**src/pkg/fxu_consts.svh**
```systemverilog
// constants for the fixed-point compare and leading-zero-count datapath
// Functional notes
// - signed register compare, opcode 31/xo 0, sets one ordering bit in chosen field.
// - signed immediate compare, opcode 11, sign-extends 16-bit immediate, signed compare.
// - unsigned register compare, opcode 31/xo 32, sets one ordering bit.
// - unsigned immediate compare, opcode 10, zero-extends 16-bit immediate, unsigned compare.
// - field bits: 0 less, 1 greater, 2 match, 3 copy of summary overflow.
// - 3-bit field selector picks field 0-7; other fields, field zero included, untouched.
// - compares never touch the exception register; no record or overflow forms.
// - count leading zeros of 64-bit source from the top; result 0 to 64.
// - count decodes as opcode 31/xo 58, bits 16-20 zero, bit 31 record.
// - on a 32-bit implementation the count raises illegal-instruction instead.
// - record form writes field zero, less always cleared, match when count zero.
`ifndef FXU_CONSTS_SVH
`define FXU_CONSTS_SVH

// instruction field positions (bit 0 of the word is the lsb)
`define PRIMARY_HI        31
`define PRIMARY_LO        26
`define FIELD_SEL_HI      25
`define FIELD_SEL_LO      23
`define SIZE_BIT          21
`define SRC_B_HI          15
`define SRC_B_LO          11
`define EXT_OP_HI         10
`define EXT_OP_LO         1
`define RECORD_BIT        0
`define IMM_HI            15
`define IMM_LO            0

// opcodes
`define OPC_EXTENDED      6'd31
`define OPC_SIGNED_IMM    6'd11
`define OPC_UNSIGNED_IMM  6'd10
`define XO_SIGNED_REG     10'd0
`define XO_UNSIGNED_REG   10'd32
`define XO_LZC_DW         10'd58
`define LZC_RSVD_FIELD    5'h00

// register map
`define OFF_CTRL          12'h000
`define OFF_COND_STATE    12'h004
`define OFF_ILLEGAL_COUNT 12'h008
`define CTRL_WIDE_BIT     0
`define CTRL_RESET        32'h0000_0001
`define COND_RESET        32'h0000_0000

`endif

```
**src/pkg/fxu_pkg.sv**
```systemverilog
// types for the fixed-point compare and leading-zero-count datapath
package fxu_pkg;

  typedef struct packed {
    logic less_flag;
    logic greater_flag;
    logic match_flag;
    logic summary_overflow;
  } cond_field_t;

  typedef struct packed {
    logic        valid;
    logic [31:0] instr;
    logic [63:0] source_reg_a;
    logic [63:0] source_reg_b;
    logic [63:0] source_reg_s;
    logic        summary_overflow;
  } issue_req_t;

  typedef struct packed {
    logic        valid;
    logic        illegal_instr;
    logic        gpr_write_en;
    logic [63:0] gpr_write_data;
    logic        cond_write_en;
    logic [2:0]  cond_write_sel;
  } issue_rsp_t;

  typedef enum logic [2:0] {
    OP_NONE,
    OP_SIGNED_REG,
    OP_SIGNED_IMM,
    OP_UNSIGNED_REG,
    OP_UNSIGNED_IMM,
    OP_LZC_DW
  } fxu_op_t;

endpackage

```
**src/hw/lead_zero_count.sv**
```systemverilog
// leading-zero counter, msb first
`timescale 1ns/100ps
module lead_zero_count #(
  parameter int W = 64
) (
  // data in
  input  wire logic [W-1:0]           data,
  // count out
  output logic      [$clog2(W+1)-1:0] count
);

  always_comb begin
    count = ($clog2(W+1))'(W);
    for (int i = 0; i < W; i++) begin
      if (data[i]) begin
        count = ($clog2(W+1))'(W - 1 - i);
      end
    end
  end

endmodule

```
**src/hw/magnitude_compare.sv**
```systemverilog
// three-way magnitude comparator, signed or unsigned
`timescale 1ns/100ps
module magnitude_compare #(
  parameter int W = 64
) (
  // operands
  input  wire logic [W-1:0] op_a,
  input  wire logic [W-1:0] op_b,
  input  wire logic         signed_mode,
  // ordering
  output logic              less,
  output logic              greater,
  output logic              equal
);

  logic top_flip;

  always_comb begin
    // flipping both sign bits turns a signed order into an unsigned one
    top_flip = signed_mode;
    equal    = (op_a == op_b);
    less     = ({op_a[W-1] ^ top_flip, op_a[W-2:0]} < {op_b[W-1] ^ top_flip, op_b[W-2:0]});
    greater  = !equal && !less;
  end

endmodule

```
**src/hw/fxu_compare_clz.sv**
```systemverilog
// fixed-point compare and leading-zero-count datapath with apb control
//
// The implementer's own choices: the APB register port and the placing of the registers.
`timescale 1ns/100ps
`include "fxu_consts.svh"
module fxu_compare_clz
  import fxu_pkg::*;
(
  // clock and reset
  input  wire logic        core_clk,
  input  wire logic        reset_n,
  // issue side
  input  wire issue_req_t  issue_req,
  output issue_rsp_t       issue_rsp,
  output logic [31:0]      cond_reg,
  // apb slave
  input  wire logic        psel,
  input  wire logic        penable,
  input  wire logic        pwrite,
  input  wire logic [31:0] paddr,
  input  wire logic [31:0] pwdata,
  input  wire logic [3:0]  pstrb,
  output logic             pready,
  output logic [31:0]      prdata,
  output logic             pslverr
);

  // reset release
  logic [1:0] reset_sync;
  logic       rst_n;

  always_ff @(posedge core_clk or negedge reset_n) begin
    if (!reset_n) begin
      reset_sync <= 2'h0;
    end else begin
      reset_sync <= {reset_sync[0], 1'b1};
    end
  end

  assign rst_n = reset_sync[1];

  // instruction fields
  logic [5:0]  primary_op;
  logic [9:0]  ext_op;
  logic [2:0]  target_cond_field;
  logic        size_bit;
  logic        record_bit;
  logic [4:0]  src_b_field;
  logic [15:0] imm_field;

  assign primary_op        = issue_req.instr[`PRIMARY_HI:`PRIMARY_LO];
  assign ext_op            = issue_req.instr[`EXT_OP_HI:`EXT_OP_LO];
  assign target_cond_field = issue_req.instr[`FIELD_SEL_HI:`FIELD_SEL_LO];
  assign size_bit          = issue_req.instr[`SIZE_BIT];
  assign record_bit        = issue_req.instr[`RECORD_BIT];
  assign src_b_field       = issue_req.instr[`SRC_B_HI:`SRC_B_LO];
  assign imm_field         = issue_req.instr[`IMM_HI:`IMM_LO];

  // control state
  logic        wide_mode;
  logic [31:0] illegal_count;

  // decode
  fxu_op_t     op;
  logic        op_signed;
  logic [63:0] cmp_a;
  logic [63:0] cmp_b;
  logic [63:0] operand_two;
  logic        full_width;

  always_comb begin
    op = OP_NONE;
    if (issue_req.valid) begin
      if (primary_op == `OPC_SIGNED_IMM) begin
        op = OP_SIGNED_IMM;
      end else if (primary_op == `OPC_UNSIGNED_IMM) begin
        op = OP_UNSIGNED_IMM;
      end else if (primary_op == `OPC_EXTENDED) begin
        if (ext_op == `XO_SIGNED_REG) begin
          op = OP_SIGNED_REG;
        end else if (ext_op == `XO_UNSIGNED_REG) begin
          op = OP_UNSIGNED_REG;
        end else if (ext_op == `XO_LZC_DW && src_b_field == `LZC_RSVD_FIELD) begin
          op = OP_LZC_DW;
        end
      end
    end
  end

  always_comb begin
    op_signed = (op == OP_SIGNED_REG) || (op == OP_SIGNED_IMM);
    // second operand: register, sign-extended or zero-extended immediate
    case (op)
      OP_SIGNED_IMM:   operand_two = {{48{imm_field[15]}}, imm_field};
      OP_UNSIGNED_IMM: operand_two = {48'h0000_0000_0000, imm_field};
      default:         operand_two = issue_req.source_reg_b;
    endcase
    // narrow compare unless a wide core is asked for a doubleword one
    full_width = wide_mode && size_bit;
    if (full_width) begin
      cmp_a = issue_req.source_reg_a;
      cmp_b = operand_two;
    end else if (op_signed) begin
      cmp_a = {{32{issue_req.source_reg_a[31]}}, issue_req.source_reg_a[31:0]};
      cmp_b = {{32{operand_two[31]}}, operand_two[31:0]};
    end else begin
      cmp_a = {32'h0000_0000, issue_req.source_reg_a[31:0]};
      cmp_b = {32'h0000_0000, operand_two[31:0]};
    end
  end

  // datapath units
  logic       cmp_less;
  logic       cmp_greater;
  logic       cmp_equal;
  logic [6:0] lzc_count;

  magnitude_compare #(
    .W (64)
  ) u_compare (
    .op_a        (cmp_a),
    .op_b        (cmp_b),
    .signed_mode (op_signed),
    .less        (cmp_less),
    .greater     (cmp_greater),
    .equal       (cmp_equal)
  );

  lead_zero_count #(
    .W (64)
  ) u_lzc (
    .data  (issue_req.source_reg_s),
    .count (lzc_count)
  );

  // result and condition register
  cond_field_t cmp_field;
  cond_field_t lzc_field;
  logic        is_compare;
  logic        lzc_legal;
  logic [7:0]  field_hit;
  issue_rsp_t  next_issue_rsp;
  logic [31:0] next_cond_reg;
  logic [31:0] next_illegal_count;

  // instruction class
  always_comb begin
    is_compare = (op == OP_SIGNED_REG) || (op == OP_SIGNED_IMM) ||
                 (op == OP_UNSIGNED_REG) || (op == OP_UNSIGNED_IMM);
    lzc_legal  = (op == OP_LZC_DW) && wide_mode;
  end

  // field images of the two writers
  always_comb begin
    cmp_field.less_flag        = cmp_less;
    cmp_field.greater_flag     = cmp_greater;
    cmp_field.match_flag       = cmp_equal;
    cmp_field.summary_overflow = issue_req.summary_overflow;
    lzc_field.less_flag        = 1'b0;
    lzc_field.greater_flag     = (lzc_count != 7'h00);
    lzc_field.match_flag       = (lzc_count == 7'h00);
    lzc_field.summary_overflow = issue_req.summary_overflow;
  end

  // one write strobe per field; one issue a cycle, so writers never collide
  always_comb begin
    field_hit = 8'h00;
    if (is_compare) begin
      field_hit[target_cond_field] = 1'b1;
    end
    if (lzc_legal && record_bit) begin
      field_hit[0] = 1'b1;
    end
  end

  // only the selected field changes, written at the issue edge
  always_comb begin
    next_cond_reg = cond_reg;
    for (int f = 0; f < 8; f++) begin
      if (field_hit[f]) begin
        next_cond_reg[31 - 4*f -: 4] = is_compare ? cmp_field : lzc_field;
      end
    end
  end

  always_ff @(posedge core_clk or negedge rst_n) begin
    if (!rst_n) begin
      cond_reg <= `COND_RESET;
    end else begin
      cond_reg <= next_cond_reg;
    end
  end

  // response, one cycle per recognised issue
  always_comb begin
    next_issue_rsp                = '0;
    next_issue_rsp.valid          = (op != OP_NONE);
    next_issue_rsp.illegal_instr  = (op == OP_LZC_DW) && !wide_mode;
    next_issue_rsp.gpr_write_en   = lzc_legal;
    next_issue_rsp.gpr_write_data = lzc_legal ? {57'h0, lzc_count} : 64'h0;
    // no exception-register update path exists for compares
    next_issue_rsp.cond_write_en  = is_compare || (lzc_legal && record_bit);
    next_issue_rsp.cond_write_sel = is_compare ? target_cond_field : 3'h0;
  end

  always_ff @(posedge core_clk or negedge rst_n) begin
    if (!rst_n) begin
      issue_rsp <= '0;
    end else begin
      issue_rsp <= next_issue_rsp;
    end
  end

  // illegal-instruction counter, wraps
  always_comb begin
    next_illegal_count = illegal_count;
    if (next_issue_rsp.illegal_instr) begin
      next_illegal_count = illegal_count + 32'h0000_0001;
    end
  end

  always_ff @(posedge core_clk or negedge rst_n) begin
    if (!rst_n) begin
      illegal_count <= 32'h0000_0000;
    end else begin
      illegal_count <= next_illegal_count;
    end
  end

  // apb slave: one wait state, write lands on the completing edge
  logic        access_wait;
  logic        write_fire;
  logic [11:0] reg_addr;
  logic        addr_hit;
  logic        sel_ctrl;
  logic        sel_cond;
  logic        sel_count;
  logic        next_pready;
  logic        next_pslverr;
  logic [31:0] next_prdata;
  logic        next_wide_mode;

  // register select
  always_comb begin
    reg_addr  = paddr[11:0];
    addr_hit  = (paddr[31:12] == 20'h00000);
    sel_ctrl  = addr_hit && (reg_addr == `OFF_CTRL);
    sel_cond  = addr_hit && (reg_addr == `OFF_COND_STATE);
    sel_count = addr_hit && (reg_addr == `OFF_ILLEGAL_COUNT);
  end

  // bus answer, built in the first access cycle
  always_comb begin
    access_wait  = psel && penable && !pready;
    next_pready  = access_wait;
    next_pslverr = 1'b0;
    next_prdata  = 32'h0000_0000;
    if (access_wait) begin
      if (sel_ctrl) begin
        next_prdata = {31'h0, wide_mode};
      end else if (sel_cond) begin
        next_prdata = cond_reg;
      end else if (sel_count) begin
        next_prdata = illegal_count;
      end else begin
        next_pslverr = 1'b1;
      end
    end
  end

  always_ff @(posedge core_clk or negedge rst_n) begin
    if (!rst_n) begin
      pready  <= 1'b0;
      pslverr <= 1'b0;
      prdata  <= 32'h0000_0000;
    end else begin
      pready  <= next_pready;
      pslverr <= next_pslverr;
      prdata  <= next_prdata;
    end
  end

  // mode bit; an error completion never writes
  always_comb begin
    write_fire     = psel && penable && pready && pwrite && !pslverr;
    next_wide_mode = wide_mode;
    if (write_fire && sel_ctrl && pstrb[0]) begin
      next_wide_mode = pwdata[`CTRL_WIDE_BIT];
    end
  end

  always_ff @(posedge core_clk or negedge rst_n) begin
    if (!rst_n) begin
      wide_mode <= 1'(`CTRL_RESET);
    end else begin
      wide_mode <= next_wide_mode;
    end
  end

endmodule

```
**config.mk**
```make
export PLATFORM = sky130hd
export DESIGN_NAME = fxu_compare_clz
export DESIGN_NICKNAME = d
export VERILOG_FILES = /design/src/pkg/fxu_pkg.sv /design/src/hw/lead_zero_count.sv /design/src/hw/magnitude_compare.sv /design/src/hw/fxu_compare_clz.sv
export VERILOG_INCLUDE_DIRS = /design/src /design/src/pkg
export SDC_FILE = /design/constraint.sdc
export NUM_CORES = 1
export LEC_CHECK = 0
export BUFFER_PORTS_ARGS = -buffer_cell sky130_fd_sc_hd__buf_2
export CAP_MARGIN = 20
export CELL_PAD_IN_SITES_DETAIL_PLACEMENT = 0
export CELL_PAD_IN_SITES_GLOBAL_PLACEMENT = 1
export CORE_ASPECT_RATIO = 1.75
export CORE_MARGIN = 10
export CORE_UTILIZATION = 35
export CTS_CLUSTER_SIZE = 8
export DETAILED_ROUTE_END_ITERATION = 12
export PLACE_DENSITY_LB_ADDON = 0.1
export SYNTH_ARGS = -nofsm -noshare
export SYNTH_HDL_FRONTEND = slang
export SYNTH_SLANG_ARGS = --single-unit
```
**constraint.sdc**
```tcl
create_clock -name core_clk -period 7.1 [get_ports core_clk]
set_clock_uncertainty 0.1 [all_clocks]
set_input_delay 1.42 -clock core_clk [delete_from_list [all_inputs] [get_ports core_clk]]
set_output_delay 1.42 -clock core_clk [all_outputs]
set_load 0.01 [all_outputs]
```
; Yosys cells after proc, flatten, opt, wreduce, memory -nomap -nowiden
; Index checks and enable logic that the tools add are counted.
[word_totals]
inputBits = 299
ff_bits = 115
word_cells = 163
out_inout_bits = 137
[classes]
bitwise_logic = 2
n_eq_ne = 13
n_reduce_logical = 33
muxes = 91
n_addsub = 1
magnitude_cmp = 3
[ops]
columns = operator, n
row1 = two-way mux 7 bit, 65
row2 = two-way mux 64 bit, 4
row3 = two-way mux 32 bit, 4
row4 = case mux 64 bit (2 select lines), 1
row5 = equality test 64 bit, 1
row6 = less-than comparator 64 bit, 1
row7 = adder 32 x 1 -> 32 bit (second input constant), 1
row8 = two-way mux 3 bit, 8
row9 = equality test 10 x 6 -> 1 bit (second input constant), 2
row10 = logical NOT 20 bit, 1
row11 = logical AND 1 bit, 17
row12 = equality test 12 x 3 -> 1 bit (second input constant), 1
row13 = equality test 12 x 4 -> 1 bit (second input constant), 1
row14 = equality test 6 x 4 -> 1 bit (second input constant), 2
row15 = logical NOT 12 bit, 1
row16 = logical NOT 10 bit, 1
row17 = two-way mux 8 bit, 1
row18 = logical NOT 7 bit, 1
row19 = nonzero test 7 bit, 1
row20 = equality test 3 x 2 -> 1 bit (second input constant), 2
row21 = equality test 3 bit (second input constant), 2
row22 = equality test 6 x 5 -> 1 bit (second input constant), 1
row23 = two-way mux 1 bit, 6
row24 = logical NOT 1 bit, 5
row25 = other kinds (9), 13

; Logic depth before layout (Yosys ltp)
[logic_depth]
ltp_word = 66
depth_mapped = 20
depth_no_buf = 17

; Hierarchy
; Synthesis repeated with hierarchy kept, for this count alone.
[hier_totals]
hier_cells = 976
area_unflattened_um2 = 8760.9
[by_module_without_submodules]
columns = module, cells_each, area_per_inst_um2, n_inst
row1 = fxu_compare_clz, 597, 6236.0, 1
row2 = magnitude_compare, 232, 1665.3, 1
row3 = lead_zero_count, 147, 859.6, 1

; Worst setup path before layout
; No wires, ideal clock.
[synth_path]
kind = input -> register
startpoint = in issue_req[205] (netlist bit)
endpoint = reg cond_reg[6]
setup_time_ps = 132
path_slack_ps = 1877
t_required_ps = 6868
path_buffers = 3
t_arrival_ps = 4992
cell_stages = 17
path_cell_list = or4_4 nor3_2 a21bo_2 nor2b_1 buf_2 and3_1 clkbuf_1 buf_2 a21o_1 ha_1 and4_1 a221oi_1 nor2b_1 o31a_1 o41a_1 nand2_1 o21ai_0
[synth_between]
elab_chain_cells = 18
elab_cells_between_ends = 30
classes_between = order compare (1) / eq/ne (5) / mux (14) / bitwise (2) / reduce/logical (8)
[synth_lines]
columns = element, line_no
row1 = start: declaration, fxu_compare_clz.sv:13  ; input wire issue_req_t issue_req,
row2 = logical NOT 5 bit (no line), --
row3 = logical AND 1 bit (no line), --
row4 = two-way mux 3 bit, fxu_compare_clz.sv:83  ; end else if (ext_op == `XO_LZC_DW && src_b_field == `LZC_RSVD_FIELD) begin
row5 = two-way mux 3 bit, fxu_compare_clz.sv:81  ; end else if (ext_op == `XO_UNSIGNED_REG) begin
row6 = two-way mux 3 bit, fxu_compare_clz.sv:79  ; if (ext_op == `XO_SIGNED_REG) begin
row7 = two-way mux 3 bit, fxu_compare_clz.sv:78  ; end else if (primary_op == `OPC_EXTENDED) begin
row8 = two-way mux 3 bit, fxu_compare_clz.sv:76  ; end else if (primary_op == `OPC_UNSIGNED_IMM) begin
row9 = two-way mux 3 bit, fxu_compare_clz.sv:74  ; if (primary_op == `OPC_SIGNED_IMM) begin
row10 = [2 not listed], --
row11 = case mux 64 bit (2 select lines) or logical OR 1 bit (tied branches), "fxu_compare_clz.sv:93, fxu_compare_clz.sv:91, fxu_compare_clz.sv:148"
row12 = two-way mux 64 bit, fxu_compare_clz.sv:103  ; end else if (op_signed) begin
row13 = two-way mux 64 bit, fxu_compare_clz.sv:100  ; if (full_width) begin
row14 = bitwise XOR 1 bit, magnitude_compare.sv:22  ; less = ({op_a[W-1] ^ top_flip, op_a[W-2:0]} < {op_b[W-1] ^ top_flip, op_b[W-2:0]});
row15 = less-than comparator 64 bit, magnitude_compare.sv:22
row16 = logical NOT 1 bit, magnitude_compare.sv:23  ; greater = !equal && !less;
row17 = logical AND 1 bit, magnitude_compare.sv:23
row18 = two-way mux 4 bit, fxu_compare_clz.sv:181  ; next_cond_reg[31 - 4*f -: 4] = is_compare ? cmp_field : lzc_field;
row19 = end signal: assignment, fxu_compare_clz.sv:188  ; cond_reg <= `COND_RESET;
row20 = end signal: assignment, fxu_compare_clz.sv:190  ; cond_reg <= next_cond_reg;
row21 = end: declaration, fxu_compare_clz.sv:15  ; output logic [31:0] cond_reg,
; Several ways; a longest one is shown, not always the timed one.
; A chain may end at the register's enable or synchronous reset.

; Worst setup path in the final report
[layout_path]
startpoint = in issue_req[194] (netlist bit)
endpoint = reg cond_reg[18]
[layout_between]
elab_chain_cells = 18
elab_cells_between_ends = 32
classes_between = order compare (1) / eq/ne (7) / mux (14) / bitwise (2) / reduce/logical (8)
[layout_lines]
columns = element, line_no
row1 = equality test 10 x 6 -> 1 bit (no line), --
row2 = logical AND 1 bit (no line), --
row3 = two-way mux 3 bit, fxu_compare_clz.sv:83
row4 = two-way mux 3 bit, fxu_compare_clz.sv:81
row5 = two-way mux 3 bit, fxu_compare_clz.sv:79
row6 = two-way mux 3 bit, fxu_compare_clz.sv:78
row7 = two-way mux 3 bit, fxu_compare_clz.sv:76
row8 = two-way mux 3 bit, fxu_compare_clz.sv:74
row9 = [2 not listed], --
row10 = case mux 64 bit (2 select lines) or logical OR 1 bit (tied branches), "fxu_compare_clz.sv:93, fxu_compare_clz.sv:91, fxu_compare_clz.sv:148"
row11 = two-way mux 64 bit, fxu_compare_clz.sv:103
row12 = two-way mux 64 bit, fxu_compare_clz.sv:100
row13 = bitwise XOR 1 bit, magnitude_compare.sv:22
row14 = less-than comparator 64 bit, magnitude_compare.sv:22
row15 = logical NOT 1 bit, magnitude_compare.sv:23
row16 = logical AND 1 bit, magnitude_compare.sv:23
row17 = two-way mux 4 bit, fxu_compare_clz.sv:181
; Several ways; a longest one is shown, not always the timed one.

==> metrics.cfg <==
[run_status]
run_status=completed

[worst_setup_path]
timing.critical_path.from_type=input port
critPathCaptureType=flip-flop
setup_slack_on_the_worst_flop_to_flop_path_ns=2.67
criticalPathCategory=in -> reg
critical_path_peak_fanout=31
timing.reg2reg.worst_path_depth=14
reg_to_reg_startpoint=wide_mode$_DFFE_PN1P_
r2r-end=cond_reg[18]$_DFFE_PN0P_
critical_path_arrival_ns=6.23
cp.required_ns=7.32

[die]
placement_rows=74
start_util_pct=35.6
placeableCoreArea_sq_um=23400
io-pin-count=436
die-width_um=137
die_height_um=224
fp.dieArea_sq_um=30700

[grt]
global_route.overflow_total=0
grt_first_pass_wirelength_um=47000
first_global_vias=8617
grt_start_max_net_pins=67
antenna_found_initial=9
grt_usage_pct=19.4

[power]
worst_ir_drop_vdd_v=0.000123
power_report.internal_total_mw=1.37
comb_power_share_pct=13.8
p_clk_share_pct=48.9
sequentialPowerShare_pct=37.4
power.static_leakage_nw=5.88
cellPowerDensity_nw_per_um2=170
power.share.switching_pct=25.1
power_switching_mw=0.458

[place]
finalWeightedCongestion=0.849
dp_hpwl_um=25500
port_buffers=338

[cts]
cts.path.max_buffers=2
cts-hold-fix-buffers=0
clkSinkCount=115
cts_htree_levels=4
cts_made_buffers=17
cts_root_buffer=clkbuf_16
post_cts_buffers=0
clk_pin_slew_worst_paths_ns=0.06
postCtsResizedCells=0
tritoncts_clock_tree=yes
clk_latency_ns=0.41

[synthesis]
fraction_of_synthesis_flops_using_an_asynchronous_set_or_reset_pin_pct=100
synth_enable_flop_cells=0
synth.most_common_cell=dfrtp_1
ys_ff_latch=115
synthDistinctLibCells=69
netlist_instances=959
netlist_top_cells_count=dfrtp_1, nand2_1, nor2_1
synthDominantCellAreaShare_pct=34.2
cell_area_after_technology_mapping_sq_um=8350
leading_register_cell_type_out_of_synthesis=dfrtp_1
post_syn_area_per_cell_sq_um=8.70
synth_sequential_area_ratio_pct=34.5
synth_warnings=0
leading_cell_types_by_total_area_after_synthesis=dfrtp_1, ha_1, a21o_1
synth_top_cell_by_area=dfrtp_1

[timing]
setup_tns_ns=0
final.hold.worst_slack_ns=0.238
max_clock_freq_ghz=0.166
hold_violations=0
finalWorstPathRequiredPeriod_ns=6.01
period_share_pct=84.7
slew_margin_rel_pct=45.4
final_max_slew_violation_count=0
number_of_setup_violations_in_the_final_report=0
grt_setup_unrepaired=no
timing_worst_slew_pin_value_ns=0.819

[detailed_routing]
post-route-drc-count=0
drtPass1Iterations=4
first_iter_violations=285
vias_per_cell=4.99
postRouteAntennaNets=0
totalWireLength_um=30400
routedWlPerCell_um=18.9
dr_total_vias=8037

[cells_and_area]
finalNetCount=1657
drive_gt1_share_pct=31.6
areaGrowthSynthToFinish_pct=29.2

[worst_hold_path]
worst_hold_path_type=reg -> async

[flow_run]
drv.max_cap_violation_count=0

## critical path, stage by stage
cell,delay (ns)
buf_2,0.11
or4_1,0.59
nor2_1,0.20
nand2_1,0.11
o22ai_1,0.12
nor2b_1,0.51
and3_1,0.24
buf_4,0.33
a21o_1,0.13
ha_1,0.16
and4_1,0.22
nand3_1,0.11
nor3_1,0.38
nand3_1,0.16
nor3b_1,0.24
o41a_1,0.47
nand2_1,0.41
o21ai_0,0.28
## through the flow
| stage | cell area, sq um | power, mW | setup WS [ns] | instances | util (%) |
|---|---|---|---|---|---|
| final | 10800 | 1.83 | 1.09 | 1610 | 46.0 |
| after global routing | 10800 | 1.91 | 0.734 | 1608 | 46.0 |
| after CTS | 10800 | 1.85 | 0.991 | 1606 | 46.0 |
| after detailed placement | 10100 | 0.947 | 0.584 | 1574 | 43.3 |
| after global placement | 10100 | 0.946 | 0.594 | 1574 | 43.3 |
| after floorplan | 8560 | 0.828 | 1.88 | 1015 | - |
## logic make-up (layout without fill, tap and decap cells)
family / count (synthesis) / count (layout) / synth area share [%]
AOI/OAI and AO/OA: 242 / 242 / 19.3
xor gates and xnor gates: 34 / 34 / 3.57
adders and majority gates: 69 / 69 / 10.3
buffers and inverters: 116 / 403 / 7.93
DFF: 115 / 115 / 34.5
muxes: 27 / 27 / 3.40
other: 2 / 62 / 0.0900
and+or+nand+nor: 354 / 354 / 20.9
## cells in the final DEF (no fill, tap or decap), drive strengths merged, types with 31 or more instances in the layout
master,instances
buf,348
dfrtp,114
nand2,107
nor2,96
ha,69
a21o,62
conb,58
a21oi,50
o21ai,46
a22oi,32
nand3,31
## per-layer routing
layer / wire, um / vias to the layer above / global-route usage, % / part of all wire, %
met5: 89 / - / 0 / 0.29
met4: 335 / 14 / 4.83 / 1.1
met2: 16700 / 234 / 36.0 / 55
met1: 11200 / 3731 / 20.6 / 37
li1: - / 4026 / - / -
met3: 2110 / 32 / 5.78 / 6.9
## how the worst max path moves through the flow
stage / from / endpoint / slack, ns / depth (start not counted)
after floorplan: issue_req[205] / cond_reg[6]$_DFFE_PN0P_ / 1.88 / 17
after global placement: issue_req[194] / cond_reg[14]$_DFFE_PN0P_ / 0.59 / 18
after detailed placement: issue_req[194] / cond_reg[26]$_DFFE_PN0P_ / 0.58 / 18
after CTS: issue_req[194] / cond_reg[18]$_DFFE_PN0P_ / 0.99 / 18
after global routing: issue_req[194] / cond_reg[18]$_DFFE_PN0P_ / 0.73 / 18
final: issue_req[194] / cond_reg[18]$_DFFE_PN0P_ / 1.09 / 18
## cell type report
class,count,area (sq um)
timing repair buffer,348,1770
antenna,4,10.0
clock inverter,14,185
fill,2387,12600
clock buffer,18,439
inverter,23,86.3
tap,304,380
multi-input combinational,784,5030
sequential,115,2880
## power by group through the flow
| stage | registers, mW | logic [mW] | clock network [mW] |
|---|---|---|---|
| global placement | 0.695 | 0.251 | 0 |
| CTS | 0.684 | 0.253 | 0.911 |
| floorplan | 0.702 | 0.126 | 0 |
| finish | 0.684 | 0.252 | 0.893 |
| detailed placement | 0.695 | 0.251 | 0 |
| global route | 0.686 | 0.283 | 0.938 |
Note: power is estimated with default switching activity, not from simulation.
